`src/inc/pdc_pkg.sv`:
```
// Purpose: Shared constants and types for the PLL divider and crosspoint configuration block
// Assumes: One system clock; the VCO and reference arrive as sampled pins
// Notes: Register offsets are the byte addresses of an 8-bit register space
// What this block does
// - Multiplier total is 2*(base+4)+odd bit
// - Base multiplier: 0x40[1:0] high, 0x41 low
// - Pump code 0x40[4:2]; top bits fixed 110
// - Odd bit 0x42[7]; predivider 0x42[6:0]
// - Multiplier total spans 8 to 2055
// - Each bank muxes VCO or reference input
// - 0x0C and 0x47: select bit7, divisor 6:0
// - Each output picks one of seven sources
// - Source code decode table, 111 reserved
// - Bank1 /2,/3 rise-aligned with divisor output
// - Bank2 /2,/4 rise-aligned with divisor output
// - Source codes packed MSB first 0x44..0x46
// - Per-output enable bits in 0x09[5:0]
// - Predivider total is field plus 2
// - Enable bit map; 0x09[7:6] read zero
// - Write address then data, auto-incrementing
package pdc_pkg;
    localparam logic [7:0] OFS_OUT_ENABLE = 8'h09;
    localparam logic [7:0] OFS_BANK1 = 8'h0C;
    localparam logic [7:0] OFS_LOAD_TRIM = 8'h13;
    localparam logic [7:0] OFS_PUMP_MULT_HI = 8'h40;
    localparam logic [7:0] OFS_MULT_LO = 8'h41;
    localparam logic [7:0] OFS_ODD_PREDIV = 8'h42;
    localparam logic [7:0] OFS_XPT_A = 8'h44;
    localparam logic [7:0] OFS_XPT_B = 8'h45;
    localparam logic [7:0] OFS_XPT_C = 8'h46;
    localparam logic [7:0] OFS_BANK2 = 8'h47;
    localparam logic [2:0] PUMP_FIXED_TOP = 3'h6;
    localparam logic [5:0] XPT_C_FILL = 6'h3F;
    localparam logic [6:0] RST_BANK_DIVISOR = 7'h08;
    localparam logic [7:0] RST_BANK_REG = 8'h08;
    localparam logic [7:0] RST_ZERO = 8'h00;
    localparam logic [10:0] MULT_BASE_OFFSET = 11'h004;
    localparam logic [7:0] PREDIV_OFFSET = 8'h02;
    localparam int NUM_OUTPUTS = 6;
    localparam int SYNC_STAGES = 2;

    typedef enum logic [2:0] {
        SRC_REFERENCE = 3'h0,
        SRC_BANK1_DIVISOR = 3'h1,
        SRC_BANK1_HALF = 3'h2,
        SRC_BANK1_THIRD = 3'h3,
        SRC_BANK2_DIVISOR = 3'h4,
        SRC_BANK2_HALF = 3'h5,
        SRC_BANK2_QUARTER = 3'h6,
        SRC_RESERVED = 3'h7
    } pdc_src_t;

    typedef struct packed {
        logic select_ref;
        logic [6:0] divisor;
    } pdc_bank_cfg_t;

    typedef struct packed {
        logic clk_divisor;
        logic clk_half;
        logic clk_third;
        logic clk_quarter;
    } pdc_bank_out_t;
endpackage

```
`src/design/pdc_bank.sv`:
```
// Purpose: One post-divider bank: divisor output plus fixed /2, /3, /4 taps
// Assumes: Input clock is given as a one-cycle rising-edge strobe on the system clock
// Notes: All taps advance on the same input edge so their rises can line up
`timescale 1ns/10ps
module pdc_bank (
    input wire logic clk_i,
    input wire logic arst_n_i,
    input wire logic edge_i,
    input wire logic [6:0] divisor_i,
    output pdc_pkg::pdc_bank_out_t out_o
);
    logic [6:0] div_cnt_reg;
    logic [1:0] third_cnt_reg;
    logic [1:0] quarter_cnt_reg;
    logic half_reg;
    logic div_out_reg;
    logic [6:0] half_point;

    assign half_point = {1'b0, divisor_i[6:1]};

    ////////////////////////////////////////////////////////////////////////
    // Divisor count restarts at zero with a rising output, so when the divisor
    // is a multiple of the tap ratio each tap rises on the same edge
    always_ff @(posedge clk_i or negedge arst_n_i) begin
        if (!arst_n_i) begin
            div_cnt_reg <= 7'h00;
        end else if (edge_i) begin
            if (div_cnt_reg >= divisor_i - 7'h01) begin
                div_cnt_reg <= 7'h00;
            end else begin
                div_cnt_reg <= div_cnt_reg + 7'h01;
            end
        end
    end

    always_ff @(posedge clk_i or negedge arst_n_i) begin
        if (!arst_n_i) begin
            div_out_reg <= 1'b0;
            half_reg <= 1'b0;
            third_cnt_reg <= 2'h0;
            quarter_cnt_reg <= 2'h0;
        end else if (edge_i) begin
            div_out_reg <= (div_cnt_reg >= divisor_i - 7'h01) ||
                (div_cnt_reg + 7'h01 < half_point);
            // Fixed taps resync to the divisor wrap to keep rise alignment
            if (div_cnt_reg >= divisor_i - 7'h01) begin
                half_reg <= 1'b1;
                third_cnt_reg <= 2'h0;
                quarter_cnt_reg <= 2'h0;
            end else begin
                half_reg <= ~half_reg;
                third_cnt_reg <= (third_cnt_reg == 2'h2) ? 2'h0 : third_cnt_reg + 2'h1;
                quarter_cnt_reg <= quarter_cnt_reg + 2'h1;
            end
        end
    end

    assign out_o.clk_divisor = div_out_reg;
    assign out_o.clk_half = half_reg;
    assign out_o.clk_third = (third_cnt_reg == 2'h0);
    assign out_o.clk_quarter = ~quarter_cnt_reg[1];
endmodule

```
`src/design/pdc_top.sv`:
```
// Purpose: Register file, source muxes, divider banks and output crosspoint
// Assumes: The I2C engine outside delivers address and data bytes as strobes
// Notes: Reference and VCO pins are sampled, so output rates are below CLK_SYS_I/2
`timescale 1ns/10ps
module pdc_top (
    input wire logic CLK_SYS_I,
    input wire logic ARST_N_I,
    input wire logic START_I,
    input wire logic ADDR_STB_I,
    input wire logic DATA_STB_I,
    input wire logic [7:0] WDATA_I,
    input wire logic [7:0] RADDR_I,
    output logic [7:0] RDATA_O,
    input wire logic REF_CLK_I,
    input wire logic VCO_CLK_I,
    output logic [5:0] CLK_OUT_O,
    output logic [11:0] MULT_TOTAL_O,
    output logic [7:0] PREDIV_TOTAL_O,
    output logic [2:0] PUMP_CODE_O,
    output logic [7:0] LOAD_TRIM_O
);
    logic [7:0] addr_reg;
    logic [5:0] oe_reg;
    pdc_pkg::pdc_bank_cfg_t bank1_reg;
    pdc_pkg::pdc_bank_cfg_t bank2_reg;
    logic [7:0] trim_reg;
    logic [4:0] pump_hi_reg;
    logic [7:0] mult_lo_reg;
    logic [7:0] odd_prediv_reg;
    logic [7:0] xpt_a_reg;
    logic [7:0] xpt_b_reg;
    logic [1:0] xpt_c_reg;
    logic [7:0] rdata_reg;
    logic [7:0] rdata_next;
    logic [1:0] ref_sync_reg;
    logic [1:0] vco_sync_reg;
    logic ref_prev_reg;
    logic vco_prev_reg;
    logic ref_edge;
    logic vco_edge;
    logic bank1_edge;
    logic bank2_edge;
    pdc_pkg::pdc_bank_out_t bank1_out;
    pdc_pkg::pdc_bank_out_t bank2_out;
    logic [17:0] src_codes;
    logic [5:0] clk_out_reg;
    logic [5:0] clk_out_next;
    logic [9:0] base_mult;

    ////////////////////////////////////////////////////////////////////////
    // Address pointer: set by the address byte, advanced after each data byte
    always_ff @(posedge CLK_SYS_I or negedge ARST_N_I) begin
        if (!ARST_N_I) begin
            addr_reg <= 8'h00;
        end else if (ADDR_STB_I) begin
            addr_reg <= WDATA_I;
        end else if (DATA_STB_I && !START_I) begin
            // An ignored data byte must not move the pointer either
            addr_reg <= addr_reg + 8'h01;
        end
    end

    ////////////////////////////////////////////////////////////////////////
    // Register writes; reserved addresses are simply not stored here
    always_ff @(posedge CLK_SYS_I or negedge ARST_N_I) begin
        if (!ARST_N_I) begin
            oe_reg <= 6'h00;
            bank1_reg <= pdc_pkg::RST_BANK_REG;
            bank2_reg <= pdc_pkg::RST_BANK_REG;
            trim_reg <= pdc_pkg::RST_ZERO;
            pump_hi_reg <= 5'h00;
            mult_lo_reg <= pdc_pkg::RST_ZERO;
            odd_prediv_reg <= pdc_pkg::RST_ZERO;
            xpt_a_reg <= pdc_pkg::RST_ZERO;
            xpt_b_reg <= pdc_pkg::RST_ZERO;
            xpt_c_reg <= 2'h0;
        end else if (DATA_STB_I && !START_I) begin
            unique case (addr_reg)
                pdc_pkg::OFS_OUT_ENABLE: begin
                    oe_reg <= WDATA_I[5:0];
                end
                pdc_pkg::OFS_BANK1: begin
                    bank1_reg <= WDATA_I;
                end
                pdc_pkg::OFS_LOAD_TRIM: begin
                    trim_reg <= WDATA_I;
                end
                pdc_pkg::OFS_PUMP_MULT_HI: begin
                    pump_hi_reg <= WDATA_I[4:0];
                end
                pdc_pkg::OFS_MULT_LO: begin
                    mult_lo_reg <= WDATA_I;
                end
                pdc_pkg::OFS_ODD_PREDIV: begin
                    odd_prediv_reg <= WDATA_I;
                end
                pdc_pkg::OFS_XPT_A: begin
                    xpt_a_reg <= WDATA_I;
                end
                pdc_pkg::OFS_XPT_B: begin
                    xpt_b_reg <= WDATA_I;
                end
                pdc_pkg::OFS_XPT_C: begin
                    // Low six bits are fixed ones; only the two codes bits store
                    xpt_c_reg <= WDATA_I[7:6];
                end
                pdc_pkg::OFS_BANK2: begin
                    bank2_reg <= WDATA_I;
                end
                default: begin
                end
            endcase
        end
    end

    ////////////////////////////////////////////////////////////////////////
    // Read-back mirrors stored fields; fixed bits read as their fixed values
    always_comb begin
        rdata_next = 8'h00;
        unique case (RADDR_I)
            pdc_pkg::OFS_OUT_ENABLE: rdata_next = {2'h0, oe_reg};
            pdc_pkg::OFS_BANK1: rdata_next = bank1_reg;
            pdc_pkg::OFS_LOAD_TRIM: rdata_next = trim_reg;
            pdc_pkg::OFS_PUMP_MULT_HI: rdata_next = {pdc_pkg::PUMP_FIXED_TOP, pump_hi_reg};
            pdc_pkg::OFS_MULT_LO: rdata_next = mult_lo_reg;
            pdc_pkg::OFS_ODD_PREDIV: rdata_next = odd_prediv_reg;
            pdc_pkg::OFS_XPT_A: rdata_next = xpt_a_reg;
            pdc_pkg::OFS_XPT_B: rdata_next = xpt_b_reg;
            pdc_pkg::OFS_XPT_C: rdata_next = {xpt_c_reg, pdc_pkg::XPT_C_FILL};
            pdc_pkg::OFS_BANK2: rdata_next = bank2_reg;
            default: rdata_next = 8'h00;
        endcase
    end

    always_ff @(posedge CLK_SYS_I or negedge ARST_N_I) begin
        if (!ARST_N_I) begin
            rdata_reg <= 8'h00;
        end else begin
            rdata_reg <= rdata_next;
        end
    end

    assign RDATA_O = rdata_reg;

    ////////////////////////////////////////////////////////////////////////
    // PLL setting outputs toward the analog loop
    assign base_mult = {pump_hi_reg[1:0], mult_lo_reg};
    always_ff @(posedge CLK_SYS_I or negedge ARST_N_I) begin
        if (!ARST_N_I) begin
            MULT_TOTAL_O <= 12'h008;
            PREDIV_TOTAL_O <= 8'h02;
            PUMP_CODE_O <= 3'h0;
            LOAD_TRIM_O <= 8'h00;
        end else begin
            // Range 8..2055 falls out of the 10-bit field and 11-bit sum
            // The 11-bit sum shifted left one place, with the odd bit in the LSB, needs all twelve bits
            MULT_TOTAL_O <= {({1'b0, base_mult} + pdc_pkg::MULT_BASE_OFFSET),
                odd_prediv_reg[7]};
            PREDIV_TOTAL_O <= {1'b0, odd_prediv_reg[6:0]} + pdc_pkg::PREDIV_OFFSET;
            PUMP_CODE_O <= pump_hi_reg[4:2];
            LOAD_TRIM_O <= trim_reg;
        end
    end

    ////////////////////////////////////////////////////////////////////////
    // Pin sampling; first stage feeds only the second
    always_ff @(posedge CLK_SYS_I or negedge ARST_N_I) begin
        if (!ARST_N_I) begin
            ref_sync_reg <= 2'h0;
            vco_sync_reg <= 2'h0;
            ref_prev_reg <= 1'b0;
            vco_prev_reg <= 1'b0;
        end else begin
            ref_sync_reg <= {ref_sync_reg[0], REF_CLK_I};
            vco_sync_reg <= {vco_sync_reg[0], VCO_CLK_I};
            ref_prev_reg <= ref_sync_reg[1];
            vco_prev_reg <= vco_sync_reg[1];
        end
    end

    assign ref_edge = ref_sync_reg[1] & ~ref_prev_reg;
    assign vco_edge = vco_sync_reg[1] & ~vco_prev_reg;
    assign bank1_edge = bank1_reg.select_ref ? vco_edge : ref_edge;
    assign bank2_edge = bank2_reg.select_ref ? vco_edge : ref_edge;

    pdc_bank u_bank1 (
        .clk_i(CLK_SYS_I),
        .arst_n_i(ARST_N_I),
        .edge_i(bank1_edge),
        .divisor_i(bank1_reg.divisor),
        .out_o(bank1_out)
    );

    pdc_bank u_bank2 (
        .clk_i(CLK_SYS_I),
        .arst_n_i(ARST_N_I),
        .edge_i(bank2_edge),
        .divisor_i(bank2_reg.divisor),
        .out_o(bank2_out)
    );

    ////////////////////////////////////////////////////////////////////////
    // Crosspoint: codes MSB first, output 0 in the top bits
    assign src_codes = {xpt_a_reg, xpt_b_reg, xpt_c_reg};

    function automatic logic pick_source(input logic [2:0] code,
                                         input logic ref_lvl,
                                         input pdc_pkg::pdc_bank_out_t b1,
                                         input pdc_pkg::pdc_bank_out_t b2);
        logic res;
        res = 1'b0;
        unique case (pdc_pkg::pdc_src_t'(code))
            pdc_pkg::SRC_REFERENCE: res = ref_lvl;
            pdc_pkg::SRC_BANK1_DIVISOR: res = b1.clk_divisor;
            pdc_pkg::SRC_BANK1_HALF: res = b1.clk_half;
            pdc_pkg::SRC_BANK1_THIRD: res = b1.clk_third;
            pdc_pkg::SRC_BANK2_DIVISOR: res = b2.clk_divisor;
            pdc_pkg::SRC_BANK2_HALF: res = b2.clk_half;
            pdc_pkg::SRC_BANK2_QUARTER: res = b2.clk_quarter;
            pdc_pkg::SRC_RESERVED: res = 1'b0;
        endcase
        return res;
    endfunction

    genvar g;
    generate
        for (g = 0; g < pdc_pkg::NUM_OUTPUTS; g++) begin : g_out
            // Disabled outputs park low rather than float, which keeps loads quiet
            assign clk_out_next[g] = oe_reg[g] &
                pick_source(src_codes[17 - 3 * g -: 3], ref_sync_reg[1],
                            bank1_out, bank2_out);
        end
    endgenerate

    always_ff @(posedge CLK_SYS_I or negedge ARST_N_I) begin
        if (!ARST_N_I) begin
            clk_out_reg <= 6'h00;
        end else begin
            clk_out_reg <= clk_out_next;
        end
    end

    assign CLK_OUT_O = clk_out_reg;
endmodule

```
`config.mk`:
```
export PLATFORM = sky130hd
export DESIGN_NAME = pdc_top
export DESIGN_NICKNAME = d
export VERILOG_FILES = /design/src/inc/pdc_pkg.sv /design/src/design/pdc_bank.sv /design/src/design/pdc_top.sv
export SDC_FILE = /design/constraint.sdc
export NUM_CORES = 1
export LEC_CHECK = 0
export BUFFER_PORTS_ARGS = -buffer_cell sky130_fd_sc_hd__buf_4
export CAP_MARGIN = 20
export CORE_ASPECT_RATIO = 1.2
export CORE_MARGIN = 2
export CORE_UTILIZATION = 64
export DETAILED_ROUTE_END_ITERATION = 10
export GPL_TIMING_DRIVEN = 0
export HOLD_SLACK_MARGIN = 0.02
export PLACE_DENSITY_LB_ADDON = 0.15
export SYNTH_ARGS = -nofsm -noshare
export SYNTH_HDL_FRONTEND = slang
export SYNTH_SLANG_ARGS = --single-unit
export TNS_END_PERCENT = 10
```
`constraint.sdc`:
```
create_clock -name CLK_SYS_I -period 3.45 [get_ports CLK_SYS_I]
set_input_delay 0.69 -clock CLK_SYS_I [delete_from_list [all_inputs] [get_ports CLK_SYS_I]]
set_output_delay 0.69 -clock CLK_SYS_I [all_outputs]
set_load 0.05 [all_outputs]
```
==> Flow_metrics.wiki, run 1 <==
{| class="wikitable"
! Metric !! Value
|-
| Switching power total || between 1500 and 2000 uW
|-
| Ratio of final minimum period to clock period || 85.9%
|-
| Worst-case reg-to-reg path depth || 10
|-
| CTS root buffer || clkbuf_16
|-
| Cells taking the most area after synthesis || dfrtp_1 49%, mux2_2 7.2%, ha_1 5.7%, nand2_1 3.3%, o21ai_0 3.2%
|-
| Worst relative slew slack || 45.6%
|-
| Cell seen most often among critical-path stages || ha_1
|-
| Floorplan die area || 12,600 sq um
|-
| Final design area excluding fillers || 8750 sq um
|-
| Starting density of the core || 65.3%
|-
| Yosys Warn Count || 0
|-
| IO Port Bufs || 58
|-
| Class of the tightest hold or removal check || in -> async
|-
| Worst-case setup margin in the final layout || 487 ps
|-
| Die Span X || 103 um
|-
| Detailed Routing Iterations Pass 1 || 4
|-
| Core outline area || 11,500 sq um
|-
| Count of buffering cells on the critical path with inverters included || 1
|-
| Setup crit end || u_bank1.div_cnt_reg[6]
|-
| Final number of max-transition violations || 0
|-
| H-tree depth reported by CTS || 4
|-
| Combinational cell fraction of total power || 20.8%
|-
| Syn Nets || 714
|-
| Post-detailed-route count of antenna-violating nets || 0
|-
| Wirelength, routed || 18,200 um
|-
| Worst setup path class || reg -> reg
|-
| Mapped cell area || 7480 sq um
|-
| Sequence of cells on the critical path || inv_1 -> ha_1 -> nand3_1 -> nor3_1 -> xnor2_1 -> ha_1 -> nand4_1 -> o21ai_0 -> nor2_1 -> a221o_1
|-
| Pleak || 0.00424 uW
|-
| Clock-pin slew of the registers on the worst-case setup and hold paths || 60 ps
|-
| Cell area after placement || 8150 sq um
|-
| Pin count of the biggest net entering global routing || 77
|-
| Final nets || just under 800
|-
| Total via count after detailed routing || 5,564
|-
| Setup violation total in the final timing report || 0
|-
| Share of cells above drive strength 1 || between 20% and 30%
|-
| WP depth || 10
|-
| Synthesized instance count || 657
|-
| Placed wire-length estimate || 13,000 um
|-
| Wirelength per Cell || 20.2 um
|-
| Max Clk Rate || 0.338 GHz
|-
| Global-route wire length before repair || a little under 30,000 um
|-
| Initial DRC Count || 385
|-
| Worst slack on hold paths || 271 ps
|-
| Internal power component || 3530 uW
|-
| Critical Path AT || 3270 ps
|-
| Number of CTS-inserted buffers || 17
|-
| Maximum root-to-sink buffer count || 2
|-
| Clock power share || 36.0%
|-
| Number of max-capacitance violations reported || 0
|-
| # diodes || 0
|-
| Min Clock Period, post-route || 2960 ps
|-
| Core Rows || 43
|-
| CP max FO || 7
|-
| Area growth from synthesis to layout || 16.9%
|-
| Initial antenna violation count || 0
|-
| Number of synthesized register bits || 150
|-
| Count of filler cells inserted in the layout || 791
|-
| Top cell family by delay on the critical path || compound AO/OA/AOI/OAI gates
|-
| Least-Margin Pin Slew || 808 ps
|-
| Number of remaining DRC errors || 0
|-
| Launch point of the worst path || bank1_reg[0]
|-
| Worst Path Required || about 3800 ps
|-
| Slowest Stage Delay on Critical Path || 610 ps
|-
| Source-to-sink clock delay at the later pin of the worst-skew pair || 430 ps
|-
| Global route total overflow || 0
|-
| Top register by number of flip-flops || MULT_TOTAL_O
|-
| Number of sinks handled by clock tree synthesis || 150
|-
| Die Height || 122 um
|-
| Final setup TNS || 0 ps
|-
| Count of cell types in the netlist || 64
|-
| Sequential fraction of the synthesis area || 50.2%
|-
| Crit Reg-Reg Endpoint || u_bank1.div_cnt_reg[6]
|-
| Hold bufs inserted after CTS || 0
|-
| Post-detailed-route via-to-cell ratio || 6.15
|-
| Most frequent cell after synthesis || dfrtp_1
|-
| Clock skew after layout || 9.12 ps
|-
| Total routing resource utilization after global routing || between 30% and 40%
|-
| Async SR Flop Fraction || 100%
|-
| Unrepaired setup endpoints after global routing || false
|-
| Fin. Hold Viols || 0
|-
| Category of the worst setup path launch point || flop
|-
| Post-synthesis average cell area || 11.4 sq um
|-
| Pwr Density || 595 nW/um^2
|-
| TritonCTS clock tree || built
|-
| Library cell occupying the most area in the post-synthesis netlist || dfrtp_1
|-
| Slowest cell on the critical path || o21ai_0
|-
| Synth top area share || a little under 50%
|-
| Reg2Reg Setup Slack || 490 ps
|-
| Synth Flop Type || dfrtp_1
|-
| Origin of the critical flop-to-flop path || bank1_reg[0]
|-
| Post-CTS resize count || 0
|-
| Number of global-route vias before repair || 5,570
|-
| Switching portion of total power || 32.1%
|-
| RePlAce Congestion || 1.01
|-
| Post-CTS Setup Inserts || 0
|-
| List of most frequent post-synthesis cells || 146 x dfrtp_1, 66 x nand2_1, 48 x mux2_2, 48 x o21ai_0, 34 x ha_1
|-
| Worst slack at placement || approximately 520 ps
|-
| Number of flip-flops under the largest register name || 12
|-
| CP Capture Type || flop
|-
| Maximum VDD drop || 0.311 mV
|-
| Count of flip-flops with a built-in enable after synthesis || 0
|-
| Share of total power in sequential cells || 43.2%
|-
| Top Ports || 68
|-
| Result of the run || finished clean
|}
power groups by stage:
stage	Combinational, uW	Clock, uW	Sequential, uW
CTS	1080	1900	2240
global placement	1010	0	2260
finish	1080	1880	2250
global route	1200	1970	2280
floorplan	605	0	2350
detailed placement	1070	0	2270
logic make-up (layout without fill, tap and decap cells):
logic type / Yosys count / count (layout) / share of synthesized area, %
fa+ha+maj: 34 / 34 / 5.69
compound gates: 123 / 123 / 10.7
simple gates: 180 / 180 / 12.7
xor+xnor: 35 / 35 / 4.10
mux: 84 / 84 / 13.9
flops: 150 / 150 / 50.2
buf+inv: 51 / 142 / 2.64
through the flow:
stage	utilization [%]	total power, uW	std cells
after floorplan	-	2960	657
after global placement	70.8	3260	872
after detailed placement	71.1	3340	873
after CTS	76.3	5230	905
after global routing	76.3	5440	905
final	76.3	5210	905
worst min-delay path by stage:
| stage | to | slack (ps) | depth (start not counted) |
|---|---|---|---|
| 6_report | u_bank2.div_cnt_reg[1] | 270 | 1 |
| 3_5_place_dp | ref_sync_reg[1] | 340 | 0 |
| 2_1_floorplan | ref_sync_reg[1] | 330 | 0 |
| 5_1_grt | u_bank2.div_cnt_reg[1] | 330 | 1 |
| 4_1_cts | u_bank2.div_cnt_reg[1] | 290 | 1 |
| 3_3_place_gp | vco_sync_reg[1] | 330 | 0 |
routing by layer:
| metal | GRT usage (%) | vias to the layer above | part of all wire [%] |
|---|---|---|---|
| met5 | 0 | - | 0 |
| met4 | 14.4 | 0 | 3.2 |
| met3 | 5.58 | 58 | 5.5 |
| met2 | 49.7 | 231 | 49 |
| met1 | 40.8 | 2752 | 42 |
| li1 | - | 2523 | - |
placed cells by master, fill, tap and decap left out, types with 17 or more instances in the layout:
cell type  instances
inv_1             26
mux2_2            48
buf_4             57
o21ai_0           48
ha_1              34
dfrtp_1          146
clkbuf_16         17
clkbuf_1          18
nand2_1           66
nand3_1           27
xnor2_1           26
nor2_1            27
layout make-up:
type	instances	area, sq um	area share [%]
Clock buffer	18	439	5.02
Clock inverter	14	164	1.87
Buffer	24	96.3	1.10
Timing Repair Buffer	59	467	5.33
Sequential cell	150	3760	43.0
Tap cell	157	196	2.25
Inverter	27	101	1.16
Multi-Input combinational cell	456	3530	40.3
Note: power is estimated with default switching activity, not from simulation.
==> inputs of run 2 (changes only) <==
- CORE_ASPECT_RATIO: 1.2 -> unset
- TNS_END_PERCENT: 10 -> 20
==> Flow_metrics.wiki, run 2 (synthesis results as in run 1) <==
{| class="wikitable"
! Metric !! Value
|-
| Worst-case setup margin in the final layout || 633 ps (+146 ps)
|-
| Post-detailed-route via-to-cell ratio || 6.17 (+0.29%)
|-
| Total via count after detailed routing || 5,494 (-1.3%)
|-
| Category of the worst setup path launch point || flop
|-
| # diodes || 0 (unchanged)
|-
| Number of sinks handled by clock tree synthesis || 150 (unchanged)
|-
| Share of cells above drive strength 1 || 23.8% (-0.27 points)
|-
| CTS root buffer || clkbuf_16
|-
| Starting density of the core || 65.5% (+0.24 points)
|-
| Placed wire-length estimate || 12,900 um (-0.20%)
|-
| Die Span X || 112 um (+9.2%)
|-
| Cell seen most often among critical-path stages || ha_1
|-
| Least-Margin Pin Slew || 837 ps (+29.1 ps)
|-
| Total routing resource utilization after global routing || 31.0% (+0.044 points)
|-
| Final nets || 792 (unchanged)
|-
| Global route total overflow || 0 (unchanged)
|-
| Worst Path Required || 3750 ps (about the same)
|-
| CP Capture Type || flop
|-
| Ratio of final minimum period to clock period || 81.6% (-4.2 points)
|-
| Most common cell after layout, fill and taps aside || dfrtp_1
|-
| Most frequent cells in the layout || 146 x dfrtp_1, 66 x nand2_1, 57 x buf_4
|-
| Count of buffering cells on the critical path with inverters included || 1 (unchanged)
|-
| Final setup TNS || 0 ps (unchanged)
|-
| Die Height || 112 um (-8.4%)
|-
| Core outline area || 11,400 sq um (-0.36%)
|-
| Area growth from synthesis to layout || 17.2%
|-
| Clock skew after layout || 7.77 ps (-1.35 ps)
|-
| Pleak || 0.00426 uW (+0.53%)
|-
| Maximum root-to-sink buffer count || 2 (unchanged)
|-
| H-tree depth reported by CTS || 4 (unchanged)
|-
| Detailed Routing Iterations Pass 1 || 6 (+2)
|-
| Floorplan die area || 12,600 sq um (about the same)
|-
| Unrepaired setup endpoints after global routing || false
|-
| Post-detailed-route count of antenna-violating nets || 0 (unchanged)
|-
| Worst relative slew slack || 43.6% (-2.0 points)
|-
| Top cell family by delay on the critical path || compound AO/OA/AOI/OAI gates
|-
| Post-CTS resize count || 0 (unchanged)
|-
| Crit Reg-Reg Endpoint || u_bank1.div_cnt_reg[6]
|-
| Post-CTS Setup Inserts || 0 (unchanged)
|-
| Sequence of cells on the critical path || inv_1 -> ha_1 -> nand3_1 -> nor3_1 -> xnor2_1 -> ha_1 -> nand4_1 -> o21ai_0 -> nor2_1 -> a221o_1
|-
| Final number of max-transition violations || 0 (unchanged)
|-
| Core Rows || 39 (-9.3%)
|-
| Worst setup path class || reg -> reg
|-
| Worst slack at placement || 670 ps (+150 ps)
|-
| Number of max-capacitance violations reported || 0 (unchanged)
|-
| RePlAce Congestion || 0.920 (-8.6%)
|-
| Class of the tightest hold or removal check || in -> async
|-
| Top Ports || 68 (unchanged)
|-
| IO Port Bufs || 58 (unchanged)
|-
| Reg2Reg Setup Slack || 630 ps (+150 ps)
|-
| Final cell utilization of the core || 76.8% (+0.43 points)
|-
| Number of flip-flops under the largest register name || 12 (unchanged)
|-
| CP max FO || 7 (unchanged)
|-
| Slowest Stage Delay on Critical Path || 510 ps (-100 ps)
|-
| Slowest cell on the critical path || o21ai_0
|-
| Max Clk Rate || 0.355 GHz (+5.2%)
|-
| Number of remaining DRC errors || 0 (unchanged)
|-
| Min Clock Period, post-route || 2820 ps (-146 ps)
|-
| Critical Path AT || 3120 ps (-150 ps)
|-
| Number of CTS-inserted buffers || 17 (unchanged)
|-
| Hold bufs inserted after CTS || 0 (unchanged)
|-
| Worst-case reg-to-reg path depth || 10 (unchanged)
|-
| Wirelength, routed || 18,300 um (+0.18%)
|-
| Result of the run || finished clean
|-
| Origin of the critical flop-to-flop path || bank1_reg[0]
|-
| Source-to-sink clock delay at the later pin of the worst-skew pair || 420 ps (about the same)
|-
| Initial antenna violation count || 0 (unchanged)
|-
| Maximum VDD drop || 0.473 mV (+52%)
|-
| Top register by number of flip-flops || MULT_TOTAL_O
|-
| Fin. Hold Viols || 0 (unchanged)
|-
| Initial DRC Count || 424 (+10%)
|-
| Wirelength per Cell || 20.5 um (+1.7%)
|-
| Pin count of the biggest net entering global routing || 82 (+6.5%)
|-
| Global-route wire length before repair || 30,000 um (+2.7%)
|-
| Clock-pin slew of the registers on the worst-case setup and hold paths || 60 ps (about the same)
|-
| Pwr Density || 608 nW/um^2 (+2.1%)
|-
| TritonCTS clock tree || built
|-
| Number of global-route vias before repair || 5,594 (+0.43%)
|-
| Setup violation total in the final timing report || 0 (unchanged)
|}
## run 2: changes by cell type in the layout (fill, tap and decap cells not counted)
cell,change
clkinv_2,+3
inv_8,-2
clkbuf_1,+2
bufinv_16,+3
clkinv_4,+2
clkbuf_8,-1
clkinvlp_4,-2
inv_6,-5
## run 2: worst max-delay path by stage
stage,start,end,slack (ps),cells after the start
3_3_place_gp,bank1_reg[0],u_bank1.div_cnt_reg[6],680,10
5_1_grt,bank1_reg[0],u_bank1.div_cnt_reg[6],320,10
6_report,bank1_reg[0],u_bank1.div_cnt_reg[6],630,10
4_1_cts,bank1_reg[0],u_bank1.div_cnt_reg[6],660,10
2_1_floorplan,bank1_reg[0],u_bank1.div_cnt_reg[6],1090,10
3_5_place_dp,bank1_reg[0],u_bank1.div_cnt_reg[6],670,10
## run 2: report_power, final
group / switching, uW / internal (uW)
logic: 630 / 451
registers: 274 / 1980
clock network: 715 / 1280
## run 2: area by class of cell
class	instances	area, sq um
inverters	27	101
plain buffers	24	96.3
clock inverters	13	205
flip-flops and latches	150	3760
repair buffers	59	467
clock buffers	19	433
multi-input cells	456	3530
fillers	767	2650
well taps	143	179
## run 2: layer usage
layer	routed length (um)	up-vias	global-route usage [%]	share of wire, %
met5	0	-	0	0
met4	445	0	11.7	2.4
met3	1010	40	6.97	5.5
met2	8920	214	49.0	49
met1	7900	2717	42.5	43
li1	-	2523	-	-
## run 2: metrics by stage
| stage | hold WS, ps | power, uW | cell area, sq um | instances |
|---|---|---|---|---|
| floorplan | 331 | 2960 | 7480 | 657 |
| global route | 312 | 5580 | 8770 | 891 |
| detailed placement | 340 | 3340 | 8130 | 859 |
| global placement | 333 | 3270 | 8100 | 858 |
| finish | 266 | 5330 | 8770 | 891 |
| CTS | 278 | 5350 | 8770 | 891 |
